<file path="src/logic/idrt_pkg.sv">
// Constants shared by the idle and dual reload timer block.
// Assumes a 10 MHz system clock and a 1 us instruction cycle.
package idrt_pkg;
  // ----------------------------------------
  // Timing
  // ----------------------------------------
  localparam int CLK_PERIOD_NS = 100;
  localparam int INSTR_CYCLE_NS = 1000;
  localparam int INSTR_DIV = INSTR_CYCLE_NS / CLK_PERIOD_NS;
  localparam int IDLE_TICK_BIT = 12;
  localparam int TIMER_WIDTH = 16;
  localparam logic [15:0] COUNT_RESET = 16'h0000;

  // ----------------------------------------
  // Register indices (byte address is four times the index)
  // ----------------------------------------
  localparam logic [7:0] IDX_AUX_ICTRL = 8'hE8;
  localparam logic [7:0] IDX_CONTROL = 8'hEE;
  localparam logic [7:0] IDX_STATUS = 8'hEF;
  localparam logic [7:0] IDX_HOLD_A = 8'hF0;
  localparam logic [7:0] IDX_HOLD_B = 8'hF1;
  localparam logic [7:0] IDX_COUNT = 8'hF2;
  localparam logic [7:0] CONTROL_RESET = 8'h00;

  // ----------------------------------------
  // Field positions
  // ----------------------------------------
  localparam int CTL_RUN_BIT = 4;
  localparam int CTL_MODE1_BIT = 5;
  localparam int CTL_MODE2_BIT = 6;
  localparam int CTL_MODE3_BIT = 7;
  localparam int STAT_ENA_BIT = 4;
  localparam int STAT_PNDA_BIT = 5;
  localparam int ICT_ENB_BIT = 0;
  localparam int ICT_PNDB_BIT = 1;
  localparam int ICT_IDLE_EN_BIT = 3;
  localparam int ICT_IDLE_PND_BIT = 4;

  typedef enum logic [1:0]
  {
    IDRT_EVENT = 2'b00,
    IDRT_PWM = 2'b01,
    IDRT_CAPTURE = 2'b10
  } idrt_mode_type;

  function automatic idrt_mode_type idrt_mode(input logic [2:0] sel);
    if (sel[1])
      return IDRT_CAPTURE;
    else if (sel[2])
      return IDRT_PWM;
    else
      return IDRT_EVENT;
  endfunction : idrt_mode

  // Merges write data into an old value under byte enables
  function automatic logic [15:0] idrt_merge(input logic [15:0] old_val,
    input logic [15:0] wdata, input logic [1:0] be);
    return {be[1] ? wdata[15:8] : old_val[15:8], be[0] ? wdata[7:0] : old_val[7:0]};
  endfunction : idrt_merge
endpackage : idrt_pkg

</file>
<file path="src/logic/idrt_idle_timer.sv">
// Free-running idle down counter with a periodic tick.
// Assumes instr_tick pulses once per instruction cycle.
module idrt_idle_timer
  import idrt_pkg::*;
#(
  parameter int WIDTH = TIMER_WIDTH
)
(
  // Clock and reset
  input wire logic sys_clk,
  input wire logic reset,
  // Time base
  input wire logic instr_tick,
  output logic idle_tick
);
  logic [WIDTH-1:0] idle_timer_reg;
  logic tap_prev_reg;

  always_ff @(posedge sys_clk or posedge reset)
  begin
    if (reset)
      idle_timer_reg <= '0;
    else if (instr_tick)
      idle_timer_reg <= idle_timer_reg - 1'b1;
  end

  always_ff @(posedge sys_clk or posedge reset)
  begin
    if (reset)
      tap_prev_reg <= 1'b0;
    else
      tap_prev_reg <= idle_timer_reg[IDLE_TICK_BIT];
  end

  assign idle_tick = idle_timer_reg[IDLE_TICK_BIT] ^ tap_prev_reg;
endmodule : idrt_idle_timer

</file>
<file path="src/logic/idrt_pin_edge.sv">
// Pin synchroniser with rising and falling edge pulses.
// Assumes an asynchronous pin input; pulses are one sys_clk wide.
module idrt_pin_edge
(
  // Clock and reset
  input wire logic sys_clk,
  input wire logic reset,
  // Pin and edges
  input wire logic pin,
  output logic rise,
  output logic fall
);
  logic meta_reg;
  logic sync_reg;
  logic prev_reg;

  // ----------------------------------------
  // Two-stage synchroniser, then a history stage
  // ----------------------------------------
  always_ff @(posedge sys_clk or posedge reset)
  begin
    if (reset)
    begin
      meta_reg <= 1'b0;
      sync_reg <= 1'b0;
      prev_reg <= 1'b0;
    end
    else
    begin
      meta_reg <= pin;
      sync_reg <= meta_reg;
      prev_reg <= sync_reg;
    end
  end

  assign rise = sync_reg & ~prev_reg;
  assign fall = ~sync_reg & prev_reg;
endmodule : idrt_pin_edge

</file>
<file path="src/logic/idrt_timer.sv">
// Idle timer and general timer with two holding registers, Avalon-MM slave.
// Assumes sys_clk at 10 MHz and asynchronous pins on timer_pin_a/b.
module idrt_timer
  import idrt_pkg::*;
(
  // Clock and reset
  input wire logic sys_clk,
  input wire logic reset,
  // Avalon-MM slave
  input wire logic [9:0] address,
  input wire logic read,
  input wire logic write,
  input wire logic [3:0] byteenable,
  input wire logic [31:0] writedata,
  output logic [31:0] readdata,
  output logic waitrequest,
  // Timer pins
  input wire logic timer_pin_a_in,
  output logic timer_pin_a_out,
  output logic timer_pin_a_oe,
  input wire logic timer_pin_b,
  // Requests and time base
  output logic irq_idle,
  output logic irq_a,
  output logic irq_b,
  output logic idle_time_base
);
  logic [3:0] prescale_reg;
  logic instr_tick;
  logic idle_tick;
  logic [7:0] control_reg;
  logic enable_flag_a_reg;
  logic pending_flag_a_reg;
  logic enable_flag_b_reg;
  logic pending_flag_b_reg;
  logic idle_tick_enable_reg;
  logic idle_tick_pending_reg;
  logic [15:0] general_timer_reg;
  logic [15:0] holding_reg_a;
  logic [15:0] holding_reg_b;
  logic reload_b_next_reg;
  logic read_done_reg;
  logic a_rise;
  logic a_fall;
  logic b_rise;
  logic b_fall;
  idrt_mode_type mode;
  logic run;
  logic count_step;
  logic underflow;
  logic edge_a;
  logic edge_b;
  logic set_pnd_a;
  logic set_pnd_b;
  logic set_run;
  logic wr_ok;
  logic [7:0] wr_idx;
  logic [15:0] wr_data;

  // ----------------------------------------
  // Instruction cycle prescaler
  // ----------------------------------------
  always_ff @(posedge sys_clk or posedge reset)
  begin
    if (reset)
      prescale_reg <= 4'h0;
    else if (prescale_reg == 4'(INSTR_DIV - 1))
      prescale_reg <= 4'h0;
    else
      prescale_reg <= prescale_reg + 4'h1;
  end

  assign instr_tick = (prescale_reg == 4'(INSTR_DIV - 1));

  // No bus path to the idle count
  idrt_idle_timer u_idle
  (
    .sys_clk(sys_clk),
    .reset(reset),
    .instr_tick(instr_tick),
    .idle_tick(idle_tick)
  );

  assign idle_time_base = idle_tick;

  idrt_pin_edge u_pin_a
  (
    .sys_clk(sys_clk),
    .reset(reset),
    .pin(timer_pin_a_in),
    .rise(a_rise),
    .fall(a_fall)
  );

  idrt_pin_edge u_pin_b
  (
    .sys_clk(sys_clk),
    .reset(reset),
    .pin(timer_pin_b),
    .rise(b_rise),
    .fall(b_fall)
  );

  // ----------------------------------------
  // Mode decode and count enable
  // ----------------------------------------
  assign mode = idrt_mode(control_reg[CTL_MODE3_BIT:CTL_MODE1_BIT]);
  assign run = control_reg[CTL_RUN_BIT];

  // Pin A falls when mode bit 1 set, pin B when bit 3 set in capture
  assign edge_a = control_reg[CTL_MODE1_BIT] ? a_fall : a_rise;
  assign edge_b = (mode == IDRT_CAPTURE && control_reg[CTL_MODE3_BIT]) ? b_fall : b_rise;

  always_comb
  begin
    case (mode)
      // Event clocked by pin A edge
      IDRT_EVENT: count_step = run & edge_a;
      // PWM clocked by instruction cycle; gated by run
      IDRT_PWM: count_step = run & instr_tick;
      IDRT_CAPTURE: count_step = instr_tick;
      default: count_step = 1'b0;
    endcase
  end

  assign underflow = count_step && (general_timer_reg == 16'h0000);

  always_comb
  begin
    case (mode)
      IDRT_PWM:
      begin
        set_pnd_a = underflow & ~reload_b_next_reg;
        set_pnd_b = underflow & reload_b_next_reg;
      end
      // Underflow to A, pin B rise to B
      IDRT_EVENT:
      begin
        set_pnd_a = underflow;
        set_pnd_b = b_rise;
      end
      // Capture edges to A and B
      IDRT_CAPTURE:
      begin
        set_pnd_a = edge_a;
        set_pnd_b = edge_b;
      end
      default:
      begin
        set_pnd_a = 1'b0;
        set_pnd_b = 1'b0;
      end
    endcase
  end

  // Capture underflow reuses the run bit
  assign set_run = (mode == IDRT_CAPTURE) && underflow;

  // ----------------------------------------
  // Bus decode
  // ----------------------------------------
  assign wr_idx = address[9:2];
  assign wr_ok = write && (address[1:0] == 2'b00);
  assign wr_data = writedata[15:0];
  // Writes finish at once; reads take one wait cycle so read data is registered
  assign waitrequest = read & ~read_done_reg;

  always_ff @(posedge sys_clk or posedge reset)
  begin
    if (reset)
      read_done_reg <= 1'b0;
    else
      read_done_reg <= read & ~read_done_reg;
  end

  always_ff @(posedge sys_clk or posedge reset)
  begin
    if (reset)
      readdata <= 32'h0000_0000;
    else if (read && !read_done_reg)
    begin
      readdata <= 32'h0000_0000;
      if (address[1:0] == 2'b00)
        case (wr_idx)
          IDX_CONTROL: readdata[7:0] <= control_reg;
          IDX_STATUS:
          begin
            readdata[STAT_PNDA_BIT] <= pending_flag_a_reg;
            readdata[STAT_ENA_BIT] <= enable_flag_a_reg;
          end
          IDX_AUX_ICTRL:
          begin
            readdata[ICT_ENB_BIT] <= enable_flag_b_reg;
            readdata[ICT_PNDB_BIT] <= pending_flag_b_reg;
            readdata[ICT_IDLE_EN_BIT] <= idle_tick_enable_reg;
            readdata[ICT_IDLE_PND_BIT] <= idle_tick_pending_reg;
          end
          IDX_HOLD_A: readdata[15:0] <= holding_reg_a;
          IDX_HOLD_B: readdata[15:0] <= holding_reg_b;
          IDX_COUNT: readdata[15:0] <= general_timer_reg;
          default: readdata <= 32'h0000_0000;
        endcase
    end
  end

  // ----------------------------------------
  // Control register
  // ----------------------------------------
  always_ff @(posedge sys_clk or posedge reset)
  begin
    if (reset)
      control_reg <= CONTROL_RESET;
    else
    begin
      if (wr_ok && wr_idx == IDX_CONTROL && byteenable[0])
        control_reg <= writedata[7:0];
      // Underflow flag set wins over software write
      if (set_run)
        control_reg[CTL_RUN_BIT] <= 1'b1;
    end
  end

  // ----------------------------------------
  // Enables and pending flags
  // ----------------------------------------
  always_ff @(posedge sys_clk or posedge reset)
  begin
    if (reset)
    begin
      enable_flag_a_reg <= 1'b0;
      enable_flag_b_reg <= 1'b0;
      idle_tick_enable_reg <= 1'b0;
    end
    else if (wr_ok && byteenable[0])
    begin
      if (wr_idx == IDX_STATUS)
        enable_flag_a_reg <= writedata[STAT_ENA_BIT];
      if (wr_idx == IDX_AUX_ICTRL)
      begin
        enable_flag_b_reg <= writedata[ICT_ENB_BIT];
        idle_tick_enable_reg <= writedata[ICT_IDLE_EN_BIT];
      end
    end
  end

  // Writing zero clears, writing one does nothing, set wins
  always_ff @(posedge sys_clk or posedge reset)
  begin
    if (reset)
    begin
      pending_flag_a_reg <= 1'b0;
      pending_flag_b_reg <= 1'b0;
      idle_tick_pending_reg <= 1'b0;
    end
    else
    begin
      if (set_pnd_a)
        pending_flag_a_reg <= 1'b1;
      else if (wr_ok && byteenable[0] && wr_idx == IDX_STATUS && !writedata[STAT_PNDA_BIT])
        pending_flag_a_reg <= 1'b0;
      if (set_pnd_b)
        pending_flag_b_reg <= 1'b1;
      else if (wr_ok && byteenable[0] && wr_idx == IDX_AUX_ICTRL && !writedata[ICT_PNDB_BIT])
        pending_flag_b_reg <= 1'b0;
      if (idle_tick)
        idle_tick_pending_reg <= 1'b1;
      else if (wr_ok && byteenable[0] && wr_idx == IDX_AUX_ICTRL
               && !writedata[ICT_IDLE_PND_BIT])
        idle_tick_pending_reg <= 1'b0;
    end
  end

  // Idle request gated by its enable
  assign irq_idle = idle_tick_pending_reg & idle_tick_enable_reg;
  // Run bit joins pending A in capture
  assign irq_a = enable_flag_a_reg & (pending_flag_a_reg | (mode == IDRT_CAPTURE && run));
  assign irq_b = enable_flag_b_reg & pending_flag_b_reg;

  // ----------------------------------------
  // General timer and holding registers
  // ----------------------------------------
  // Reset value is only for simulation; software must load before use
  // Counter with reload or capture targets
  always_ff @(posedge sys_clk or posedge reset)
  begin
    if (reset)
      general_timer_reg <= COUNT_RESET;
    else if (wr_ok && wr_idx == IDX_COUNT)
      general_timer_reg <= idrt_merge(general_timer_reg, wr_data, byteenable[1:0]);
    else if (underflow && mode == IDRT_PWM)
      general_timer_reg <= reload_b_next_reg ? holding_reg_b : holding_reg_a;
    else if (underflow && mode == IDRT_EVENT)
      general_timer_reg <= holding_reg_a;
    else if (count_step)
      general_timer_reg <= general_timer_reg - 16'h0001;
  end

  // Capture copies count; capture wins over a same-cycle write
  always_ff @(posedge sys_clk or posedge reset)
  begin
    if (reset)
    begin
      holding_reg_a <= COUNT_RESET;
      holding_reg_b <= COUNT_RESET;
    end
    else
    begin
      if (mode == IDRT_CAPTURE && edge_a)
        holding_reg_a <= general_timer_reg;
      else if (wr_ok && wr_idx == IDX_HOLD_A)
        holding_reg_a <= idrt_merge(holding_reg_a, wr_data, byteenable[1:0]);
      if (mode == IDRT_CAPTURE && edge_b)
        holding_reg_b <= general_timer_reg;
      else if (wr_ok && wr_idx == IDX_HOLD_B)
        holding_reg_b <= idrt_merge(holding_reg_b, wr_data, byteenable[1:0]);
    end
  end

  // Start from A after each start, then alternate
  always_ff @(posedge sys_clk or posedge reset)
  begin
    if (reset)
      reload_b_next_reg <= 1'b0;
    else if (!(run && mode == IDRT_PWM))
      reload_b_next_reg <= 1'b0;
    else if (underflow)
      reload_b_next_reg <= ~reload_b_next_reg;
  end

  // Pin A toggles in PWM with mode bit 1; never driven otherwise
  always_ff @(posedge sys_clk or posedge reset)
  begin
    if (reset)
      timer_pin_a_out <= 1'b0;
    else if (mode == IDRT_PWM && control_reg[CTL_MODE1_BIT] && underflow)
      timer_pin_a_out <= ~timer_pin_a_out;
  end

  assign timer_pin_a_oe = (mode == IDRT_PWM) && control_reg[CTL_MODE1_BIT];

  // ----------------------------------------
  // Assertions
  // ----------------------------------------
  // Clocks since the last instruction tick; zero until the first one, so start-up is not judged
  logic [4:0] tick_gap_reg;

  always_ff @(posedge sys_clk or posedge reset)
  begin
    if (reset)
      tick_gap_reg <= 5'h00;
    else if (instr_tick)
      tick_gap_reg <= 5'h01;
    else if (tick_gap_reg != 5'h00)
      tick_gap_reg <= tick_gap_reg + 5'h01;
  end
endmodule : idrt_timer

</file>
<file path="config.mk">
export PLATFORM = sky130hd
export DESIGN_NAME = idrt_timer
export DESIGN_NICKNAME = d
export VERILOG_FILES = /design/src/logic/idrt_pkg.sv /design/src/logic/idrt_idle_timer.sv /design/src/logic/idrt_pin_edge.sv /design/src/logic/idrt_timer.sv
export SDC_FILE = /design/constraint.sdc
export NUM_CORES = 1
export LEC_CHECK = 0
export ABC_AREA = 1
export BUFFER_PORTS_ARGS = -buffer_cell sky130_fd_sc_hd__buf_2
export CORE_ASPECT_RATIO = 1.2
export CORE_MARGIN = 5
export CORE_UTILIZATION = 40
export CTS_BUF_LIST = sky130_fd_sc_hd__clkbuf_8
export DETAILED_ROUTE_END_ITERATION = 8
export MAX_ROUTING_LAYER = met4
export RECOVER_POWER = 25
export SLEW_MARGIN = 40
export SYNTH_ARGS = -nofsm -noshare
export SYNTH_HDL_FRONTEND = slang
export SYNTH_HIERARCHICAL = 1
export SYNTH_SLANG_ARGS = --single-unit
</file>
<file path="constraint.sdc">
create_clock -name sys_clk -period 2.9 [get_ports sys_clk]
set_input_delay 0.29 -clock sys_clk [delete_from_list [all_inputs] [get_ports sys_clk]]
set_output_delay 0.29 -clock sys_clk [all_outputs]
set_load 0.005 [all_outputs]
</file>
Yosys cells after proc, flatten, opt, wreduce, memory -nomap -nowiden
Cells that the tools add are included.
- register bits: 124
- input bits: 52
- equal/unequal tests: 12
- reduce and logical (&&, ||, !) cells: 50
- bitwise logic cells: 21
- muxes and demuxes: 37
- $add $sub $neg: 3
- operators by type and width (operator ; count):
    $mux W16 ; 10
    $eq A8 B8 Y1 const B ; 6
    $sub A16 B1 Y16 const B ; 2
    $logic_and A1 B1 Y1 ; 24
    $pmux W8 S3 ; 1
    $reduce_bool A2 Y1 ; 10
    $logic_not A16 Y1 ; 1
    $mux W8 ; 2
    $reduce_and A2 Y1 ; 8
    $and A1 B1 Y1 ; 12
    $mux W1 ; 12
    $pmux W1 S5 ; 2
    $pmux W2 S5 ; 1
    $pmux W1 S3 ; 3
    $pmux W2 S4 ; 1
    $not A1 Y1 ; 7
    $ne A2 B2 Y1 const B ; 3
    $pmux W1 S6 ; 1
    $mux W5 ; 1
    $add A4 B1 Y4 const B ; 1
    $eq A4 B4 Y1 const B ; 1
    $logic_not A1 Y1 ; 4
    $logic_not A2 Y1 ; 2
    $mux W4 ; 1
    7 further kinds ; 7

Logic depth before layout (Yosys ltp)
- depth after elaboration: 10
- depth in mapped cells: 15

Cells and area by module
Netlist, hierarchy kept.
- by module, submodules not included (module ; instances ; area an instance (um^2) ; cells an instance):
    idrt_timer ; 1 ; 5620.4 ; 813
    idrt_idle_timer ; 1 ; 684.4 ; 73
    idrt_pin_edge ; 2 ; 93.8 ; 8

Worst setup path after synthesis
No wires, ideal clock.
- path kind: register to register
- from: reg general_timer_reg[0]
- to: reg general_timer_reg[2]
- stages on the path, launching flop included: 15
- data arrival time: 1.707 ns
- clock period less this slack: 1.824 ns
- required time: 2.784 ns
- path slack: 1.076 ns
- path through: dfrtp_1 > inv_1 > ha_1 > inv_1 > nor2_1 > nand2_1 > nor2_1 > nand2_2 > nor2_8 > buf_4 > nand3_1 > nand3_1 > nand3_1 > nand2_1 > nand2_1
- longest elaborated chain between the ends: 6
- elaborated cells between the ends (all ways): 11
- classes of those cells: add/sub (1); mux (4); reduce/logical (6)
- ends and longest elaborated chain (element ; RTL line ; RTL):
    start, declared ; idrt_timer.sv:38 ; logic [15:0] general_timer_reg;
    start signal, assigned ; idrt_timer.sv:289 ; general_timer_reg <= idrt_merge(general_timer_reg, wr_data, byteenable[1:0]);
    start signal, assigned ; idrt_timer.sv:291 ; general_timer_reg <= reload_b_next_reg ? holding_reg_b : holding_reg_a;
    start signal, assigned ; idrt_timer.sv:293 ; general_timer_reg <= holding_reg_a;
    parallel branches: the longest is 6 deep, another holds $sub A16 B1 Y16 ; n/a ;
Parallel ways; which one is timed is not known. The select of a mux whose other input is x is not followed.
A chain may end at the register's enable or synchronous reset.

Worst setup path after layout
- from: reg general_timer_reg[0]
- to: reg general_timer_reg[8]
Same word-level chain as after synthesis.

==> results.sh <==
export IMPL_crit_end="general_timer_reg[8]"
export IMPL_layout_min_cycle_time_ns=2.38
export IMPL_synthesis_instances=902
export IMPL_p_sw_share_pct=36.9
export IMPL_timing_slew_headroom_pct=7.92
export IMPL_grt_usage_pct=20.2
export IMPL_final_area_um2=7160
export IMPL_critPathRequiredTime_ns=3.22
export IMPL_timing_max_transition_violations_final=0
export IMPL_worst_skew_pair_latency_ns=0.39
export IMPL_grt_first_pass_wirelength_um=29100
export IMPL_leakage_component_of_the_power_nw=3.65
export IMPL_syn2layout_area_growth_pct=10.3
export IMPL_async_reset_ff_share_pct=100
export IMPL_clkTransAtPathRegs_ns=0.10
export IMPL_die_y_um=150
export IMPL_die_area_um2=18900
export IMPL_p_comb_share_pct=27.6
export IMPL_r2r_worst_path_cells=14
export IMPL_cp_num_cells=14
export IMPL_place_area_um2=6920
export IMPL_post_route_clock_period_utilization_pct=82.1
export IMPL_r2r_end="general_timer_reg[8]"
export IMPL_min_delay_start="read"
export IMPL_grt_antenna_before_repair=0
export IMPL_detail_route_vias_per_cell=4.99
export IMPL_max_clock_freq_mhz=420
export IMPL_cp_peak_stage_delay_ns=0.46
export IMPL_initialDrtViolationCount=505
export IMPL_row_count=51
export IMPL_count_of_maximum_capacitance_violations=0
export IMPL_crit_path_frequent_cell="sky130_fd_sc_hd__nand2_1"
export IMPL_critical_path_n_buffers_inverters=2
export IMPL_reg2reg_from="general_timer_reg[0]"
export IMPL_p_int_w=0.00245
export IMPL_worst_path_max_delay_cell="sky130_fd_sc_hd__dfrtp_1"
export IMPL_grt_max_degree=58
export IMPL_switching_pwr_w=0.00143
export IMPL_dr_pass1_iters=5
export IMPL_critical_path_class="reg -> reg"
export IMPL_clock_path_buffers=2
export IMPL_peakVddDrop_mv=0.189
export IMPL_antenna_left=0
export IMPL_first_global_vias=5304
export IMPL_cp_cell_instances="inv_1 -> ha_1 -> inv_1 -> nor2_1 -> nand2_1 -> nor2_1 -> nand2_2 -> nor2_8 -> nand2_2 -> nor2_4 -> nand2_1 -> nand2_1 -> o21ai_1 -> nand2_1"
export IMPL_io_buffers=56
export IMPL_startpoint_type="flop"
export IMPL_yosys_warnings=6
export IMPL_p_per_area_nw_per_um2=542
export IMPL_syn_avg_cell_area_um2=7.20
export IMPL_worst_hold_path_type="in -> reg"
export IMPL_layout_filler_cells=1711
export IMPL_postCtsSetupBuffers=0
export IMPL_synthDominantAreaCellType="sky130_fd_sc_hd__dfrtp_1"
export IMPL_pwr_share_clk_pct=25.4
export IMPL_netlist_cell_type_count=41
export IMPL_vias=5834
export IMPL_drc=0
export IMPL_htreeDepth=3
export IMPL_synth_top_area_share_pct=40.5
export IMPL_timing_clock_skew_ns=0.0176
export IMPL_core_area_um2=16100
export IMPL_yosysMostFrequentCell="sky130_fd_sc_hd__nand2_1"
export IMPL_crit_path_end_kind="flop"
export IMPL_synth_seq_cells=105
export IMPL_die_width_um=126
export IMPL_final_net_count=1007
export IMPL_effective_utilization_at_floorplan_pct=40.4
export IMPL_synth_area_top_cells="sky130_fd_sc_hd__dfrtp_1, sky130_fd_sc_hd__nand2_1, sky130_fd_sc_hd__inv_1"
export IMPL_clock_root_buffer="sky130_fd_sc_hd__clkbuf_8"
export IMPL_rsz0062_at_grt="no"
export IMPL_floorplan_io_pins=91
export IMPL_setup_violations_final=0
export IMPL_syn_area_um2=6490
export IMPL_gpl_final_weighted_congestion=0.924
export IMPL_totalWireLength_um=18300
export IMPL_share_seq_of_total_power_pct=46.9
export IMPL_ff2ff_setup_slack_ns=0.52
export IMPL_critPathLaunch="general_timer_reg[0]"
export IMPL_worst_ep_arrival_time_ns=2.70
export IMPL_setup_tns_final_ns=0
export IMPL_cts_sinks=105
export IMPL_hold_viol_final=0
export IMPL_synth_enable_flop_cells=0
export IMPL_place_hpwl_um=13300
export IMPL_dominantRegCellSynth="sky130_fd_sc_hd__dfrtp_1"
export IMPL_yosysSeqAreaShare_pct=40.5
export IMPL_numCtsBuffers=9
export IMPL_cp_max_fo=15
export IMPL_overflow_left_after_global_routing=0
export IMPL_fin_util_pct=44.5
export IMPL_post_synth_most_frequent_cells="sky130_fd_sc_hd__nand2_1, sky130_fd_sc_hd__inv_1, sky130_fd_sc_hd__dfrtp_1, sky130_fd_sc_hd__o21ai_0, sky130_fd_sc_hd__nand3_1"
export IMPL_status="finished, final reports clean"
export IMPL_drive_above_1_share_pct=14.0
export IMPL_routed_wire_per_std_cell_um=15.7
export IMPL_crit_family="simple AND/OR/NAND/NOR gates"
export IMPL_tritoncts="done"
export IMPL_diodes=0
export IMPL_tightest_slew_ns=1.37
layout by cell type (no fill, tap or decap), types with 13 or more instances in the layout:
cell type	synthesis	final
sky130_fd_sc_hd__buf_4	21	14
sky130_fd_sc_hd__o21ai_0	62	62
sky130_fd_sc_hd__conb_1	1	16
sky130_fd_sc_hd__buf_2	11	55
sky130_fd_sc_hd__o21ai_1	26	26
sky130_fd_sc_hd__nand2_1	280	280
sky130_fd_sc_hd__a21oi_1	26	26
sky130_fd_sc_hd__nand3_1	57	57
sky130_fd_sc_hd__nor2_1	55	55
sky130_fd_sc_hd__inv_1	106	105
sky130_fd_sc_hd__o211ai_1	32	32
sky130_fd_sc_hd__xor2_1	13	13
sky130_fd_sc_hd__dfrtp_1	105	105
worst reg2reg max path: stages (launching register included):
cell and delay (ns):
sky130_fd_sc_hd__dfrtp_1 0.46, sky130_fd_sc_hd__inv_1 0.15, sky130_fd_sc_hd__ha_1 0.25, sky130_fd_sc_hd__inv_1 0.06
sky130_fd_sc_hd__nor2_1 0.12, sky130_fd_sc_hd__nand2_1 0.07, sky130_fd_sc_hd__nor2_1 0.12, sky130_fd_sc_hd__nand2_2 0.10
sky130_fd_sc_hd__nor2_8 0.28, sky130_fd_sc_hd__nand2_2 0.22, sky130_fd_sc_hd__nor2_4 0.23, sky130_fd_sc_hd__nand2_1 0.07
sky130_fd_sc_hd__nand2_1 0.06, sky130_fd_sc_hd__o21ai_1 0.05, sky130_fd_sc_hd__nand2_1 0.06
metrics by stage:
stage,setup slack [ns],power (W),hold slack (ns),instances
4_1_cts,0.528,0.00391,0.116,1168
3_3_place_gp,0.565,0.00292,0.207,1150
3_5_place_dp,0.548,0.00291,0.211,1150
6_report,0.520,0.00388,0.138,1168
5_1_grt,0.290,0.00416,0.143,1168
2_1_floorplan,0.417,0.00267,0.0436,917
cells by family (layout without fill, tap and decap cells):
family	after synthesis	in the layout	share of synthesized area, %
xor+xnor	20	20	2.70
flops	105	105	40.5
compound gates	168	168	15.1
fa+ha+maj	3	3	0.578
simple gates	436	436	29.5
buf+inv	169	208	11.5
other cells	1	16	0.0578
per-layer routing:
layer  track usage (%)  vias to the layer above  share of wire (%)
met5                 -                        -                  0
met4              6.81                        0                2.2
met3              3.07                       24                6.8
met2              31.5                      176                 47
met1              27.2                     2678                 44
li1                  -                     2956                  -
layout make-up:
type	instances	area (um2)	share of cell area [%]
multi-input cells	643	3170	44.3
flip-flops and latches	105	2630	36.7
inverters	119	448	6.26
repair buffers	74	434	6.07
well taps	212	265	3.71
clock buffers	12	165	2.31
clock inverters	3	46.3	0.647
power groups by stage:
stage               Sequential, W  Combinational [W]  Clock (W)
finish                    0.00182            0.00107   0.000986
global route              0.00185            0.00124    0.00107
CTS                       0.00181            0.00108    0.00102
detailed placement        0.00184            0.00107          0
global placement          0.00184            0.00107          0
floorplan                 0.00170           0.000971          0
what timing repair did:
action	CTS	global route
hold endpoints to repair	50	0
resized for setup	0	0
hold buffers	3	0
how the worst min path moves through the flow:
stage,endpoint,slack [ns],depth (start not counted)
2_1_floorplan,u_pin_a/meta_reg,0.04,1
5_1_grt,read_done_reg,0.14,3
6_report,read_done_reg,0.14,3
4_1_cts,read_done_reg,0.12,3
3_5_place_dp,u_pin_a/meta_reg,0.21,2
3_3_place_gp,u_pin_a/meta_reg,0.21,2
(Power assumes the default switching activity.)
